File: src/common/cpm_pkg.sv
/*
 Shared constants for the collision, page and mode register slice.
 Assumes a host register port with 6-bit addresses and 8-bit data.
*/
package cpm_pkg;
    // ------------------------------------------------------------
    // register offsets
    // ------------------------------------------------------------
    localparam logic [5:0] CPM_COLL_ADDR = 6'h0E;
    localparam logic [5:0] CPM_PAGE_ADDR = 6'h10;
    localparam logic [5:0] CPM_MODE_ADDR = 6'h11;
    // ------------------------------------------------------------
    // field positions and reset values
    // ------------------------------------------------------------
    localparam int CPM_KEEP_BIT = 7;
    localparam int CPM_INVALID_BIT = 5;
    localparam int CPM_OVERRIDE_BIT = 7;
    localparam int CPM_DET_OFF_BIT = 2;
    localparam int CPM_RX_WAIT_BIT = 4;
    localparam logic [7:0] CPM_MODE_RESET = 8'h3B;
    localparam logic [7:0] CPM_PAGE_RESET = 8'h00;
    localparam logic CPM_KEEP_RESET = 1'h1;
    localparam logic CPM_INVALID_RESET = 1'h1;
    localparam logic [4:0] CPM_POS_RESET = 5'h00;
    // ------------------------------------------------------------
    // collision position range
    // ------------------------------------------------------------
    localparam logic [5:0] CPM_POS_MAX = 6'h20; // 32nd data bit
    localparam logic [5:0] CPM_POS_ONE = 6'h01;
    localparam logic [5:0] CPM_POS_ZERO = 6'h00;
endpackage

File: src/rtl/cpm_collision_track.sv
/*
 Tracks the first collision of one received frame.
 Assumes data-bit strobes from the receive decoder on the same clock.
*/
`timescale 1ns/100ps
module cpm_collision_track
    import cpm_pkg::*;
(
    input wire logic clk,
    input wire logic rst_b,
    input wire logic rx_frame_start,
    input wire logic rx_bit_valid,
    input wire logic rx_bit_collision,
    input wire logic rx_frame_end,
    output logic [4:0] first_collision_position,
    output logic collision_position_invalid
);
    // ------------------------------------------------------------
    // frame counters
    // ------------------------------------------------------------
    logic [5:0] bit_count_reg;
    logic [5:0] hit_pos_reg;
    logic hit_seen_reg;
    logic [5:0] cur_pos;

    assign cur_pos = bit_count_reg + CPM_POS_ONE;

    // data-bit count and first hit, restarted each frame
    always_ff @(posedge clk) begin
        if (!rst_b || rx_frame_start) begin
            bit_count_reg <= CPM_POS_ZERO;
            hit_seen_reg <= 1'b0;
            hit_pos_reg <= CPM_POS_ZERO;
        end else if (rx_bit_valid) begin
            // saturate so a long frame cannot wrap into range again
            if (bit_count_reg <= CPM_POS_MAX) begin
                bit_count_reg <= cur_pos;
            end
            if (rx_bit_collision && !hit_seen_reg) begin
                hit_seen_reg <= 1'b1; // RULE_04
                hit_pos_reg <= cur_pos;
            end
        end
    end

    // result published only at frame end
    always_ff @(posedge clk) begin
        if (!rst_b) begin
            first_collision_position <= CPM_POS_RESET;
            collision_position_invalid <= CPM_INVALID_RESET; // RULE_07
        end else if (rx_frame_end) begin // RULE_14
            first_collision_position <= hit_pos_reg[4:0]; // RULE_05
            collision_position_invalid <= !hit_seen_reg || (hit_pos_reg > CPM_POS_MAX); // RULE_03
        end
    end
endmodule

File: src/rtl/cpm_regs.sv
/*
 Collision, page and mode registers with their side effects.
 Assumes the host interface supplies a latched 6-bit address and
 single-cycle read and write strobes on clk.
*/
`timescale 1ns/100ps
// Operation
// RULE_01: keep bit clear zeroes bits after collision
// RULE_02: host clears keep bit only at 106k
// RULE_03: invalid flag when none or out of range
// RULE_04: bits 4..0 give first data-bit collision
// RULE_05: 01h first bit, 00h thirty-second bit
// RULE_06: host trusts position only when flag clear
// RULE_07: collision register resets to 101XXXXXb
// RULE_08: override uses page field as A5 A4
// RULE_09: no override uses whole latched address
// RULE_10: page field ignored without override
// RULE_11: mode register resets 3Bh, fully writable
// RULE_12: detector disable stops mode detector
// RULE_13: receive wait waits for external field
// RULE_14: collision result updated at frame end
module cpm_regs
    import cpm_pkg::*;
(
    input wire logic clk,
    input wire logic rst_b,
    input wire logic [5:0] addr_latch,
    input wire logic host_wr,
    input wire logic host_rd,
    input wire logic [7:0] host_wdata,
    output logic [7:0] host_rdata,
    output logic [5:0] reg_addr,
    input wire logic rx_frame_start,
    input wire logic rx_bit_valid,
    input wire logic rx_bit_collision,
    input wire logic rx_bit_in,
    input wire logic rx_frame_end,
    output logic rx_bit_out,
    input wire logic autocoll_active,
    output logic mode_detector_run,
    input wire logic ext_field_seen,
    input wire logic rx_wait_request,
    output logic rx_wait_start,
    output logic [7:0] mode_bits
);
    // ------------------------------------------------------------
    // storage
    // ------------------------------------------------------------
    logic keep_bits_after_collision_reg;
    logic page_override_enable_reg;
    logic [1:0] register_page_reg;
    logic [7:0] general_mode_settings_reg;
    logic [4:0] first_collision_position;
    logic collision_position_invalid;
    logic coll_hit_reg;

    // ------------------------------------------------------------
    // address forming
    // ------------------------------------------------------------
    // upper bits swapped for the page only while override is set
    always_comb begin
        if (page_override_enable_reg) begin
            reg_addr = {register_page_reg, addr_latch[3:0]}; // RULE_08 RULE_10
        end else begin
            reg_addr = addr_latch; // RULE_09
        end
    end

    // ------------------------------------------------------------
    // host writes
    // ------------------------------------------------------------
    // reserved bits are not stored so they always read zero
    always_ff @(posedge clk) begin
        if (!rst_b) begin
            keep_bits_after_collision_reg <= CPM_KEEP_RESET; // RULE_07
            page_override_enable_reg <= CPM_PAGE_RESET[CPM_OVERRIDE_BIT];
            register_page_reg <= CPM_PAGE_RESET[1:0];
            general_mode_settings_reg <= CPM_MODE_RESET; // RULE_11
        end else if (host_wr) begin
            if (reg_addr == CPM_COLL_ADDR) begin
                keep_bits_after_collision_reg <= host_wdata[CPM_KEEP_BIT];
            end else if (reg_addr == CPM_PAGE_ADDR) begin
                page_override_enable_reg <= host_wdata[CPM_OVERRIDE_BIT];
                register_page_reg <= host_wdata[1:0];
            end else if (reg_addr == CPM_MODE_ADDR) begin
                general_mode_settings_reg <= host_wdata; // RULE_11
            end
        end
    end

    // ------------------------------------------------------------
    // host reads
    // ------------------------------------------------------------
    // registered data, unmapped addresses read zero
    always_ff @(posedge clk) begin
        if (!rst_b) begin
            host_rdata <= 8'h00;
        end else if (host_rd) begin
            if (reg_addr == CPM_COLL_ADDR) begin
                host_rdata <= {keep_bits_after_collision_reg, 1'b0,
                               collision_position_invalid, first_collision_position};
            end else if (reg_addr == CPM_PAGE_ADDR) begin
                host_rdata <= {page_override_enable_reg, 5'h00, register_page_reg};
            end else if (reg_addr == CPM_MODE_ADDR) begin
                host_rdata <= general_mode_settings_reg;
            end else begin
                host_rdata <= 8'h00;
            end
        end
    end

    // ------------------------------------------------------------
    // collision tracking
    // ------------------------------------------------------------
    cpm_collision_track u_track (
        .clk(clk),
        .rst_b(rst_b),
        .rx_frame_start(rx_frame_start),
        .rx_bit_valid(rx_bit_valid),
        .rx_bit_collision(rx_bit_collision),
        .rx_frame_end(rx_frame_end),
        .first_collision_position(first_collision_position),
        .collision_position_invalid(collision_position_invalid)
    );

    // sticky within a frame so later bits are cleared too
    always_ff @(posedge clk) begin
        if (!rst_b || rx_frame_start) begin
            coll_hit_reg <= 1'b0;
        end else if (rx_bit_valid && rx_bit_collision) begin
            coll_hit_reg <= 1'b1;
        end
    end

    // ------------------------------------------------------------
    // received bit masking
    // ------------------------------------------------------------
    // registered to keep data outputs glitch free
    always_ff @(posedge clk) begin
        if (!rst_b) begin
            rx_bit_out <= 1'b0;
        end else if (rx_bit_valid) begin
            rx_bit_out <= rx_bit_in && (keep_bits_after_collision_reg || !coll_hit_reg); // RULE_01
        end
    end

    // ------------------------------------------------------------
    // mode controls
    // ------------------------------------------------------------
    // detector runs only inside collision resolution
    always_ff @(posedge clk) begin
        if (!rst_b) begin
            mode_detector_run <= 1'b0;
        end else begin
            mode_detector_run <= autocoll_active
                && !general_mode_settings_reg[CPM_DET_OFF_BIT]; // RULE_12
        end
    end

    // receive wait start held back until a field is seen while the receive wait bit (mode bit 4) is set
    always_ff @(posedge clk) begin
        if (!rst_b) begin
            rx_wait_start <= 1'b0;
        end else begin
            rx_wait_start <= rx_wait_request
                && (!general_mode_settings_reg[CPM_RX_WAIT_BIT] || ext_field_seen); // RULE_13
        end
    end

    assign mode_bits = general_mode_settings_reg;
endmodule

File: config.mk
export PLATFORM = sky130hd
export DESIGN_NAME = cpm_regs
export DESIGN_NICKNAME = d
export VERILOG_FILES = /design/src/common/cpm_pkg.sv /design/src/rtl/cpm_collision_track.sv /design/src/rtl/cpm_regs.sv
export SDC_FILE = /design/constraint.sdc
export NUM_CORES = 1
export LEC_CHECK = 0
export BUFFER_PORTS_ARGS = -buffer_cell sky130_fd_sc_hd__buf_2
export CORE_UTILIZATION = 50
export DETAILED_ROUTE_END_ITERATION = 16
export PLACE_DENSITY = 0.84
export SLEW_MARGIN = 20
export SYNTH_ARGS = -nofsm -noshare
export SYNTH_HDL_FRONTEND = slang
export SYNTH_SLANG_ARGS = --single-unit
File: constraint.sdc
create_clock -name clk -period 2.3 [get_ports clk]
set_clock_uncertainty 0.15 [all_clocks]
set_input_delay 0.575 -clock clk [delete_from_list [all_inputs] [get_ports clk]]
set_output_delay 0.575 -clock clk [all_outputs]
set_load 0.01 [all_outputs]
; ---- After elaboration in Yosys (flattened, before gate mapping)
; Cells that the tools add are included.
[classes]
addsub = 1
n_lt_le_gt_ge = 2
n_eq_ne = 3
n_mux = 4
n_bitwise = 2
reduce_logical = 19
[op_table]
columns = cell, count
row1 = 8-bit two-way mux, 3
row2 = 6-bit by 5-bit equality test with 1-bit output (second input constant), 2
row3 = 6-bit by 1-bit adder with 6-bit output (second input constant), 1
row4 = 6-bit by 4-bit equality test with 1-bit output (second input constant), 1
row5 = 6-bit > comparator (second input constant), 1
row6 = 6-bit less-or-equal comparator (second input constant), 1
row7 = 6-bit two-way mux, 1
row8 = 2-bit AND reduction, 3
row9 = 1-bit logical AND, 5
row10 = 1-bit zero test, 5
row11 = 1-bit logical OR, 4
row12 = 4-bit AND reduction, 1
row13 = 3-bit AND reduction, 1
row14 = 1-bit NOT, 2
[word_totals]
regBits = 43
in_bits = 26
output_inout_bits = 25
elab_cells = 45

; ---- Longest topological paths before layout
; Gate-level depths: netlist (run 1).
[logic_depth]
word_depth = 5
mapped_depth = 6
depth_no_buf = 6

; ---- Modules after synthesis
; Synthesis (run 1) repeated with hierarchy kept, for this count alone.
[hier_totals]
cells_unflattened = 204
area_unflattened_um2 = 1895.6
[modules_own_cells]
columns = mod, instances, cells_per_inst, area_per_inst_um2
row1 = cpm_regs, 1, 118, 1077.3
row2 = cpm_collision_track, 1, 86, 818.3

; ---- Least setup slack after synthesis (run 1)
; No wires, ideal clock.
[synth_path]
path_type = input to register
from = input port addr_latch[1]
to = register general_mode_settings_reg[0] (netlist: mode_bits[0])
arrival_ns = 1.516
required_ns = 2.022
slack_ns = 0.506
cell_stages = 5
path_buffers = 1
cell_sequence = nor3_1 > and4bb_1 > buf_6 > mux2i_1 > nand2_1
[synth_between]
elab_chain_cells = 4
word_cells_on_any_way = 7
classes_between = 3 x eq/ne / 1 x mux / 2 x bitwise / 1 x reduce/logical
[synth_lines]
columns = element, line_no
row1 = "start, declared", cpm_regs.sv:27  ; input wire logic [5:0] addr_latch,
row2 = 6-bit two-way mux (*), cpm_regs.sv:62  ; if (page_override_enable_reg) begin
row3 = 6-bit by 5-bit equality test with 1-bit output / 6-bit by 4-bit equality test with 1-bit output (equally long branches), "cpm_regs.sv:82, cpm_regs.sv:80"
row4 = 1-bit NOT (no source line), -
row5 = 4-bit AND reduction (no source line) (*), -
row6 = "end signal, assigned", cpm_regs.sv:86  ; general_mode_settings_reg <= host_wdata;
row7 = "end, declared", cpm_regs.sv:52  ; logic [7:0] general_mode_settings_reg;
; Mark *: on every way between the ends. The rest lies on a longest branch, timed or not.
; A chain may end at the register's enable or synchronous reset.

; ---- Worst setup path in the final report (run 1)
[layout_path]
from = register page_override_enable_reg
to = output port reg_addr[5]
[layout_between]
elab_chain_cells = 1
[layout_lines]
columns = element, line_no
row1 = "start, declared", cpm_regs.sv:50  ; logic page_override_enable_reg;
row2 = "start signal, assigned", cpm_regs.sv:76  ; page_override_enable_reg <= CPM_PAGE_RESET[CPM_OVERRIDE_BIT];
row3 = "start signal, assigned", cpm_regs.sv:83  ; page_override_enable_reg <= host_wdata[CPM_OVERRIDE_BIT];
row4 = 6-bit two-way mux, cpm_regs.sv:62
row5 = "end, declared", cpm_regs.sv:32  ; output logic [5:0] reg_addr,
; No other way between the ends.

==> impl_summary.txt, run 1 <==
----------------------------------------------------
[Drt]
  Initial DRC Count ... 48
  Drt pass-1 iters ... 4
  Antenna violation net count after detailed routing ... 0
  Routed len/inst ... 12.6 um
  Detailed-route vias per instance ... 5.23
  DRC ... 0
  Total via count after detailed routing ... 1559
  Final WL ... 3740 um

[STA]
  Period Utilization, post-route ... 0.859
  Final setup vio count ... 0
  Hold violation total from the final report ... 0
  Clock period minus worst slack ... 1.98 ns
  RSZ-0062 raised after global routing ... false
  Final number of max-transition violations ... 0
  Max-slew headroom ... 0.782
  Setup Total Neg Slack ... 0 ns
  Slew at the pin closest to its max-slew limit ... 0.325 ns
  F_max ... 506 MHz

[Global route]
  Largest net degree at the start of global routing ... 20
  Global Route Usage Sum ... 0.200
  Number of antenna violations at the first check in global routing ... 0
  First-pass GRT wire length ... 6270 um
  Total congestion overflow ... 0
  Via count of the first global-routing pass ... 1427

[Finish]
  Multi-input logic area ... 945 um^2
  Layout-stage area growth over the synthesis result ... 17.7%
  Area taken by flip-flops and latches ... 861 um^2
  # fillers ... 343
  Share of cells above drive strength 1 ... 0.264
  Final Net Count ... 279
  Count of antenna diodes in the layout ... 0

[Floorplan]
  Core Box Area ... 0.00366 mm^2
  Initial core utilization ... 0.523
  Die footprint ... 0.00408 mm^2
  Number of primary I/O pins ... 51
  Die X ... 63.9 um
  Site Rows ... 22
  Die Ht ... 63.9 um

[Clock network]
  Max clock buf depth ... 2
  Number of buffers created by CTS ... 5
  Number of buffers inserted for hold repair after clock tree synthesis ... 0
  TritonCTS clock tree ... done
  Clock slew seen by the registers of the worst setup and hold paths ... 0.07 ns
  Clock insertion delay at the later pin of the skew report ... 0.29 ns
  CTS H-Tree Depth ... 2
  CTS Root Buffer Type ... clkbuf_8
  Number of gates given a new drive strength after cts ... 0
  CTS Sinks ... 43
  Number of buffers inserted by post-CTS setup repair ... 0

[Yosys]
  Cell variety after synth ... 40
  Area contributors post-synth ... dfxtp_1 45%, mux2i_1 10%, nor2b_1 4.6%, nand2_1 4.1%, nor2_1 3.5%
  Sequential element share of the synthesized area ... 0.450
  Register bit total from synthesis ... 43
  Yosys top cell area share ... 0.450
  Top FF cell, synth ... dfxtp_1
  Yosys warning total ... 0
  Post-synth EDFFs ... 0
  List of most frequent post-synthesis cells ... 43 x dfxtp_1, 21 x nand2_1, 20 x mux2i_1, 18 x nor2_1, 14 x nor2b_1
  Mapped Area ... 0.00191 mm^2
  Cell taking the most area after synthesis ... dfxtp_1
  Cell count after synthesis ... 204
  Mean post-synth cell area ... 9.38 um^2
  Async SR Flop Fraction ... 0
  Most frequent cell after synthesis ... dfxtp_1
  Syn Nets ... 232

[Placed design]
  Port bufs ... 50
  Routability congestion estimate from global placement ... 0.822
  Placed wire-length estimate after detailed placement ... 2800 um

[Power and ir drop]
  Pwr Density ... 586 mW/mm^2
  Total design power ... 1.32 mW
  Switching power ... 0.298 mW
  Gate power share ... 0.096
  Design internal power ... 1.02 mW
  Switching fraction of total power ... 0.226
  Power share of the clock group ... 0.322
  Static leakage ... 0.955 nW
  Highest ir drop seen on vdd ... 0.000469 V
  Sequential group share of total power ... 0.582

[Worst setup path]
  Setup slack of the worst register-to-register path ... 0.50 ns
  Req. time, crit path ... 1.57 ns
  Crit path DAT ... 1.25 ns
  Critical path capture point type ... output pin
  Startpoint type of the worst setup path ... register
  Worst Path Max Fanout ... 5
  Path type of the worst setup path ... register to output pin

[Run]
  Maximum capacitance violations ... 0

[Outcome]
  Result of the run ... finished clean

[Min path]
  Hold/Removal Path Class ... register to register

----------------------------------------------------
[final cells by class]
cell class | count | share of cell area
clock buffers | 6 | 0.0322
inverters | 7 | 0.0117
multi-input cells | 139 | 0.419
flip-flops and latches | 43 | 0.382
well taps | 48 | 0.0267
repair buffers | 55 | 0.128
[cells in the final DEF (no fill, tap or decap), types with 4 or more instances in the layout]
master and n:
buf_2 50, nor2b_1 14, buf_4 5, nand2_1 21, dfxtp_1 43, xor2_1 4, clkbuf_8 5, a31oi_1 4
inv_1 6, o21ai_0 9, a22o_1 4, nor2_1 18, mux2i_1 20, a211oi_1 6, a21oi_1 4
[power by group through the flow]
stage | combinational (mW) | clock (mW) | sequential [mW]
after floorplan | 0.0775 | 0 | 0.786
after global placement | 0.124 | 0 | 0.785
after detailed placement | 0.127 | 0 | 0.785
after CTS | 0.127 | 0.435 | 0.768
after global routing | 0.140 | 0.481 | 0.769
final | 0.126 | 0.424 | 0.768
[metrics by stage]
step / cell area [um^2] / setup slack (ns) / util / hold slack (ns) / std cells
finish: 2250 / 0.324 / 0.615 / 0.311 / 298
global route: 2250 / 0.251 / 0.615 / 0.351 / 298
CTS: 2250 / 0.315 / 0.615 / 0.316 / 298
detailed placement: 2180 / 0.339 / 0.595 / 0.305 / 292
global placement: 2180 / 0.382 / 0.595 / 0.300 / 292
floorplan: 1910 / 0.506 / - / 0.282 / 204
[critical path: stages, from the launching register on]
cell	delay [ns]
dfxtp_1	0.43
mux2i_2	0.31
inv_2	0.07
buf_2	0.15
[worst paths after layout]
| path | start | end | depth (start not counted) |
|---|---|---|---|
| hold / removal | coll_hit_reg | coll_hit_reg | 2 |
| setup reg to reg | page_override_enable_reg | mode_bits[1] | 6 |
| setup / recovery | page_override_enable_reg | reg_addr[5] | 3 |
| hold reg to reg | coll_hit_reg | coll_hit_reg | 2 |
[layer usage]
layer  vias up  wire length, um  GRT usage  part of all wire
met5         -                0          0                 0
met4         0               63     0.0881             0.017
met3         7              193     0.0661             0.052
met1       715             1790      0.255              0.48
li1        795                -          -                 -
met2        42             1700      0.306              0.45
[cell families after synthesis]
kind of cell,share of synthesized area
and+or+nand+nor,0.211
buffers and inverters,0.0562
adders and majority gates,0.0131
xor gates and xnor gates,0.0320
muxes,0.120
AOI/OAI and AO/OA,0.118
DFF,0.450
(Power assumes the default switching activity.)
==> run 2: changes to the inputs <==
Settings changed: CTS_CLUSTER_DIAMETER from default to 40, GPL_TIMING_DRIVEN from default to 0.
==> impl_summary.txt, run 2 (same netlist as run 1, synthesis figures left out) <==
----------------------------------------------------
[Power and ir drop]
  Pwr Density ... 585 mW/mm^2
  Switching power ... 0.312 mW
  Gate power share ... 0.097
  Power share of the clock group ... 0.328
  Static leakage ... 0.963 nW
  Design internal power ... 1.02 mW
  Highest ir drop seen on vdd ... 0.000509 V
  Sequential group share of total power ... 0.575
  Total design power ... 1.33 mW
  Switching fraction of total power ... 0.234

[Drt]
  Total via count after detailed routing ... 1559
  Routed len/inst ... 12.5 um
  DRC ... 0
  Antenna violation net count after detailed routing ... 0
  Initial DRC Count ... 68
  Drt pass-1 iters ... 4
  Final WL ... 3820 um
  Detailed-route vias per instance ... 5.11

[Finish]
  Layout-stage area growth over the synthesis result ... 19.2%
  Share of cells above drive strength 1 ... 0.253
  Final Net Count ... 286
  Util after Layout ... 0.623
  Number of cells in the finished layout apart from fillers ... 305
  Most common cell after layout, fill and taps aside ... buf_2
  Count of antenna diodes in the layout ... 0
  # fillers ... 315
  Most used cells in the layout excluding fill and tap cells ... 48 x buf_2, 43 x dfxtp_1, 21 x nand2_1
  Design Area, Final ... 0.00228 mm^2

[STA]
  Final setup vio count ... 0
  Final number of max-transition violations ... 0
  Max-slew headroom ... 0.676
  Hold violation total from the final report ... 0
  F_max ... 500 MHz
  Slew at the pin closest to its max-slew limit ... 0.482 ns
  Period Utilization, post-route ... 0.869
  Clock period minus worst slack ... 2.00 ns
  RSZ-0062 raised after global routing ... false
  Setup Total Neg Slack ... 0 ns
  Worst Slack Setup Final ... 0.300 ns
  Worst hold slack ... 0.306 ns

[Clock network]
  Number of buffers inserted by post-CTS setup repair ... 0
  CTS H-Tree Depth ... 2
  Clock slew seen by the registers of the worst setup and hold paths ... 0.07 ns
  Max clock buf depth ... 2
  Number of buffers created by CTS ... 5
  CTS Sinks ... 43
  Number of buffers inserted for hold repair after clock tree synthesis ... 0
  Clock insertion delay at the later pin of the skew report ... 0.30 ns
  CTS Root Buffer Type ... clkbuf_8
  Number of gates given a new drive strength after cts ... 0
  TritonCTS clock tree ... done

[Floorplan]
  Core Box Area ... 0.00366 mm^2
  Number of primary I/O pins ... 51
  Site Rows ... 22
  Initial core utilization ... 0.523
  Die footprint ... 0.00408 mm^2
  Die X ... 63.9 um
  Die Ht ... 63.9 um

[Min path]
  Hold/Removal Path Class ... register to register
  Launch instance of the worst min-delay path ... coll_hit_reg
  Min-Delay Endpoint ... coll_hit_reg
  Worst hold path depth ... 2

[Outcome]
  Result of the run ... finished clean

[Global route]
  Via count of the first global-routing pass ... 1426
  First-pass GRT wire length ... 6330 um
  Global Route Usage Sum ... 0.206
  Total congestion overflow ... 0
  Largest net degree at the start of global routing ... 12
  Number of antenna violations at the first check in global routing ... 0

[Run]
  Maximum capacitance violations ... 0

[Placed design]
  Placed wire-length estimate after detailed placement ... 2950 um
  Port bufs ... 47
  Area post-placement ... 0.00221 mm^2
  Worst setup timing slack at the placement stage ... 0.152 ns
  DP Cell Count ... 299
  Routability congestion estimate from global placement ... 0.854

[Worst setup path]
  Path type of the worst setup path ... register to output pin
  Startpoint of the worst-slack reg-to-reg timing path ... page_override_enable_reg
  Worst Path Max Fanout ... 5
  R2R Path End ... mode_bits[5]
  Worst-path cell with the longest stage delay ... dfxtp_1
  Startpoint type of the worst setup path ... register
  Setup slack of the worst register-to-register path ... 0.46 ns
  Number of cell instances on the worst register-to-register path ... 6
  Peak per-stage delay on the critical path ... 0.44 ns
  Req. time, crit path ... 1.57 ns
  Cells along the critical path ... mux2i_2, inv_2, buf_2
  Critical path capture point type ... output pin
  Crit path DAT ... 1.27 ns

----------------------------------------------------
run 2: area by class of cell:
| type | count | area, um^2 | area share |
|---|---|---|---|
| clock buffers | 6 | 72.6 | 0.0318 |
| repair buffers | 47 | 235 | 0.103 |
| multi-input cells | 139 | 945 | 0.414 |
| well taps | 48 | 60.1 | 0.0263 |
| flip-flops and latches | 43 | 861 | 0.377 |
| inverters | 7 | 26.3 | 0.0115 |
| plain buffers | 15 | 81.3 | 0.0357 |
run 2: metal layers:
layer,part of all wire,GRT usage
met3,0.047,0.0625
met5,0,0
met4,0.018,0.119
met1,0.47,0.251
met2,0.47,0.320
run 2: how the worst max path moves through the flow:
| stage | from | end | slack, ns | cells after the start |
|---|---|---|---|---|
| 5_1_grt | page_override_enable_reg | reg_addr[5] | 0.24 | 3 |
| 2_1_floorplan | addr_latch[1] | mode_bits[0] | 0.51 | 5 |
| 6_report | page_override_enable_reg | reg_addr[5] | 0.30 | 3 |
| 3_3_place_gp | addr_latch[1] | mode_bits[3] | 0.21 | 6 |
| 3_5_place_dp | addr_latch[1] | mode_bits[5] | 0.15 | 6 |
| 4_1_cts | page_override_enable_reg | reg_addr[5] | 0.29 | 3 |
run 2: power by group through the flow:
stage	Clock [mW]	Combinational [mW]	Sequential [mW]
finish	0.438	0.129	0.768
global route	0.481	0.142	0.769
CTS	0.449	0.130	0.767
detailed placement	0	0.129	0.785
global placement	0	0.127	0.784
floorplan	0	0.0775	0.786
run 2: worst max-delay path: cells and delay by family (launching register included):
family	cells	cell delay [ns]
DFF	1	0.44
muxes	1	0.33
buffers and inverters	2	0.21
==> run 3: changes to the inputs <==
Settings changed: MAX_ROUTING_LAYER from default to met4, SETUP_SLACK_MARGIN from default to 0.4.
==> impl_summary.txt, run 3 (same netlist as run 1, synthesis figures left out) <==
----------------------------------------------------
[Floorplan]
  Number of primary I/O pins ... 51
  Die X ... 63.9 um
  Die Ht ... 63.9 um
  Die footprint ... 0.00408 mm^2
  Initial core utilization ... 0.523
  Site Rows ... 22
  Core Box Area ... 0.00366 mm^2

[Min path]
  Hold/Removal Path Class ... register to register

[STA]
  RSZ-0062 raised after global routing ... false
  Max-slew headroom ... 0.696
  Clock period minus worst slack ... 1.88 ns
  Period Utilization, post-route ... 0.817
  Final number of max-transition violations ... 0
  Hold violation total from the final report ... 0
  Slew at the pin closest to its max-slew limit ... 0.456 ns
  Final setup vio count ... 0
  Setup Total Neg Slack ... 0 ns
  F_max ... 532 MHz

[Worst setup path]
  Setup slack of the worst register-to-register path ... 0.52 ns
  Critical path capture point type ... output pin
  Startpoint type of the worst setup path ... register
  Worst-path cell with the longest stage delay ... dfxtp_4
  Cells along the critical path ... mux2_4, buf_2
  Path type of the worst setup path ... register to output pin
  Req. time, crit path ... 1.57 ns
  Peak per-stage delay on the critical path ... 0.39 ns
  Crit path DAT ... 1.15 ns
  Worst Path Max Fanout ... 5

[Drt]
  Detailed-route vias per instance ... 5.10
  Routed len/inst ... 12.8 um
  Final WL ... 3920 um
  Drt pass-1 iters ... 5
  Total via count after detailed routing ... 1567
  Initial DRC Count ... 74
  Antenna violation net count after detailed routing ... 0
  DRC ... 0

[Finish]
  Layout-stage area growth over the synthesis result ... 21.6%
  Final Net Count ... 288
  Share of cells above drive strength 1 ... 0.266
  Most common cell after layout, fill and taps aside ... buf_2
  Most used cells in the layout excluding fill and tap cells ... 48 x buf_2, 42 x dfxtp_1, 21 x nand2_1
  Design Area, Final ... 0.00233 mm^2
  Count of antenna diodes in the layout ... 0

[Clock network]
  Max clock buf depth ... 2
  Clock slew seen by the registers of the worst setup and hold paths ... 0.07 ns
  Number of buffers created by CTS ... 5
  CTS H-Tree Depth ... 2
  TritonCTS clock tree ... done
  CTS Root Buffer Type ... clkbuf_8
  CTS Sinks ... 43
  Clock insertion delay at the later pin of the skew report ... 0.29 ns

[Placed design]
  Routability congestion estimate from global placement ... 0.868
  Placed wire-length estimate after detailed placement ... 2950 um
  Port bufs ... 47
  Area post-placement ... 0.00221 mm^2

[Global route]
  Total congestion overflow ... 0
  Number of antenna violations at the first check in global routing ... 0
  Via count of the first global-routing pass ... 1437
  Largest net degree at the start of global routing ... 12
  First-pass GRT wire length ... 6380 um
  Global Route Usage Sum ... 0.213

[Power and ir drop]
  Pwr Density ... 575 mW/mm^2
  Static leakage ... 0.978 nW
  Highest ir drop seen on vdd ... 0.000509 V

[Run]
  Maximum capacitance violations ... 0

[Outcome]
  Result of the run ... finished clean

----------------------------------------------------
run 3: changes by cell type in the layout (fill, tap and decap cells not counted):
cell     delta
mux2i_2     -1
dfxtp_1     -1
buf_12      +1
dfxtp_4     +1
nor3_1      -1
buf_4       +1
nor3_2      +1
mux2i_4     +1
run 3: metrics by stage:
step                 util  std cells  hold slack [ns]  total power [mW]  setup slack [ns]
floorplan               -        204            0.282             0.864             0.506
global placement    0.603        299            0.297             0.911             0.210
detailed placement  0.603        299            0.300             0.914             0.152
CTS                 0.626        306            0.311              1.35             0.404
global route        0.635        307            0.338              1.40             0.399
finish              0.635        307            0.304              1.34             0.421
run 3: power by group:
part	internal, mW	leakage, nW	switching (mW)	total [mW]
sequential	0.758	0.350	0.00870	0.767
combinational	0.0663	0.591	0.0704	0.137
clock	0.202	0.0371	0.232	0.434
total	1.03	0.978	0.311	1.34
run 3: worst max-delay path, delay by kind of cell, from the launching register on:
kind | cells | cell delay, ns
buffers and inverters | 1 | 0.14
muxes | 1 | 0.33
DFF | 1 | 0.39
run 3: path summary, 6_finish.rpt:
path / startpoint / end / cells past startpoint
worst max-delay path: page_override_enable_reg / reg_addr[4] / 2
worst min-delay path: coll_hit_reg / coll_hit_reg / 2
worst max register to register: page_override_enable_reg / keep_bits_after_collision_reg / 5
worst min register to register: coll_hit_reg / coll_hit_reg / 2
run 3: area by class of cell:
type                            instances  area [um^2]
Clock buffer                            6         72.6
Inverter                                7         26.3
Buffer                                 15         81.3
Timing Repair Buffer                   49          263
Multi-Input combinational cell        139          958
Tap cell                               48         60.1
Sequential cell                        43          865
Fill cell                             309         1340
run 3: what timing repair did:
action,in CTS,in global routing
setup endpoints to repair,2,10
gates resized for setup,2,2
buffers inserted,1,1
cloned,0,0
hold buffers,0,0
run 3: metal layers:
layer  up-vias  GRT usage  routed length, um
met1       709      0.254               1820
met4         0      0.119                 64
li1        810          -                  -
met3         7     0.0571                246
met5         -          -                  0
met2        41      0.324               1790
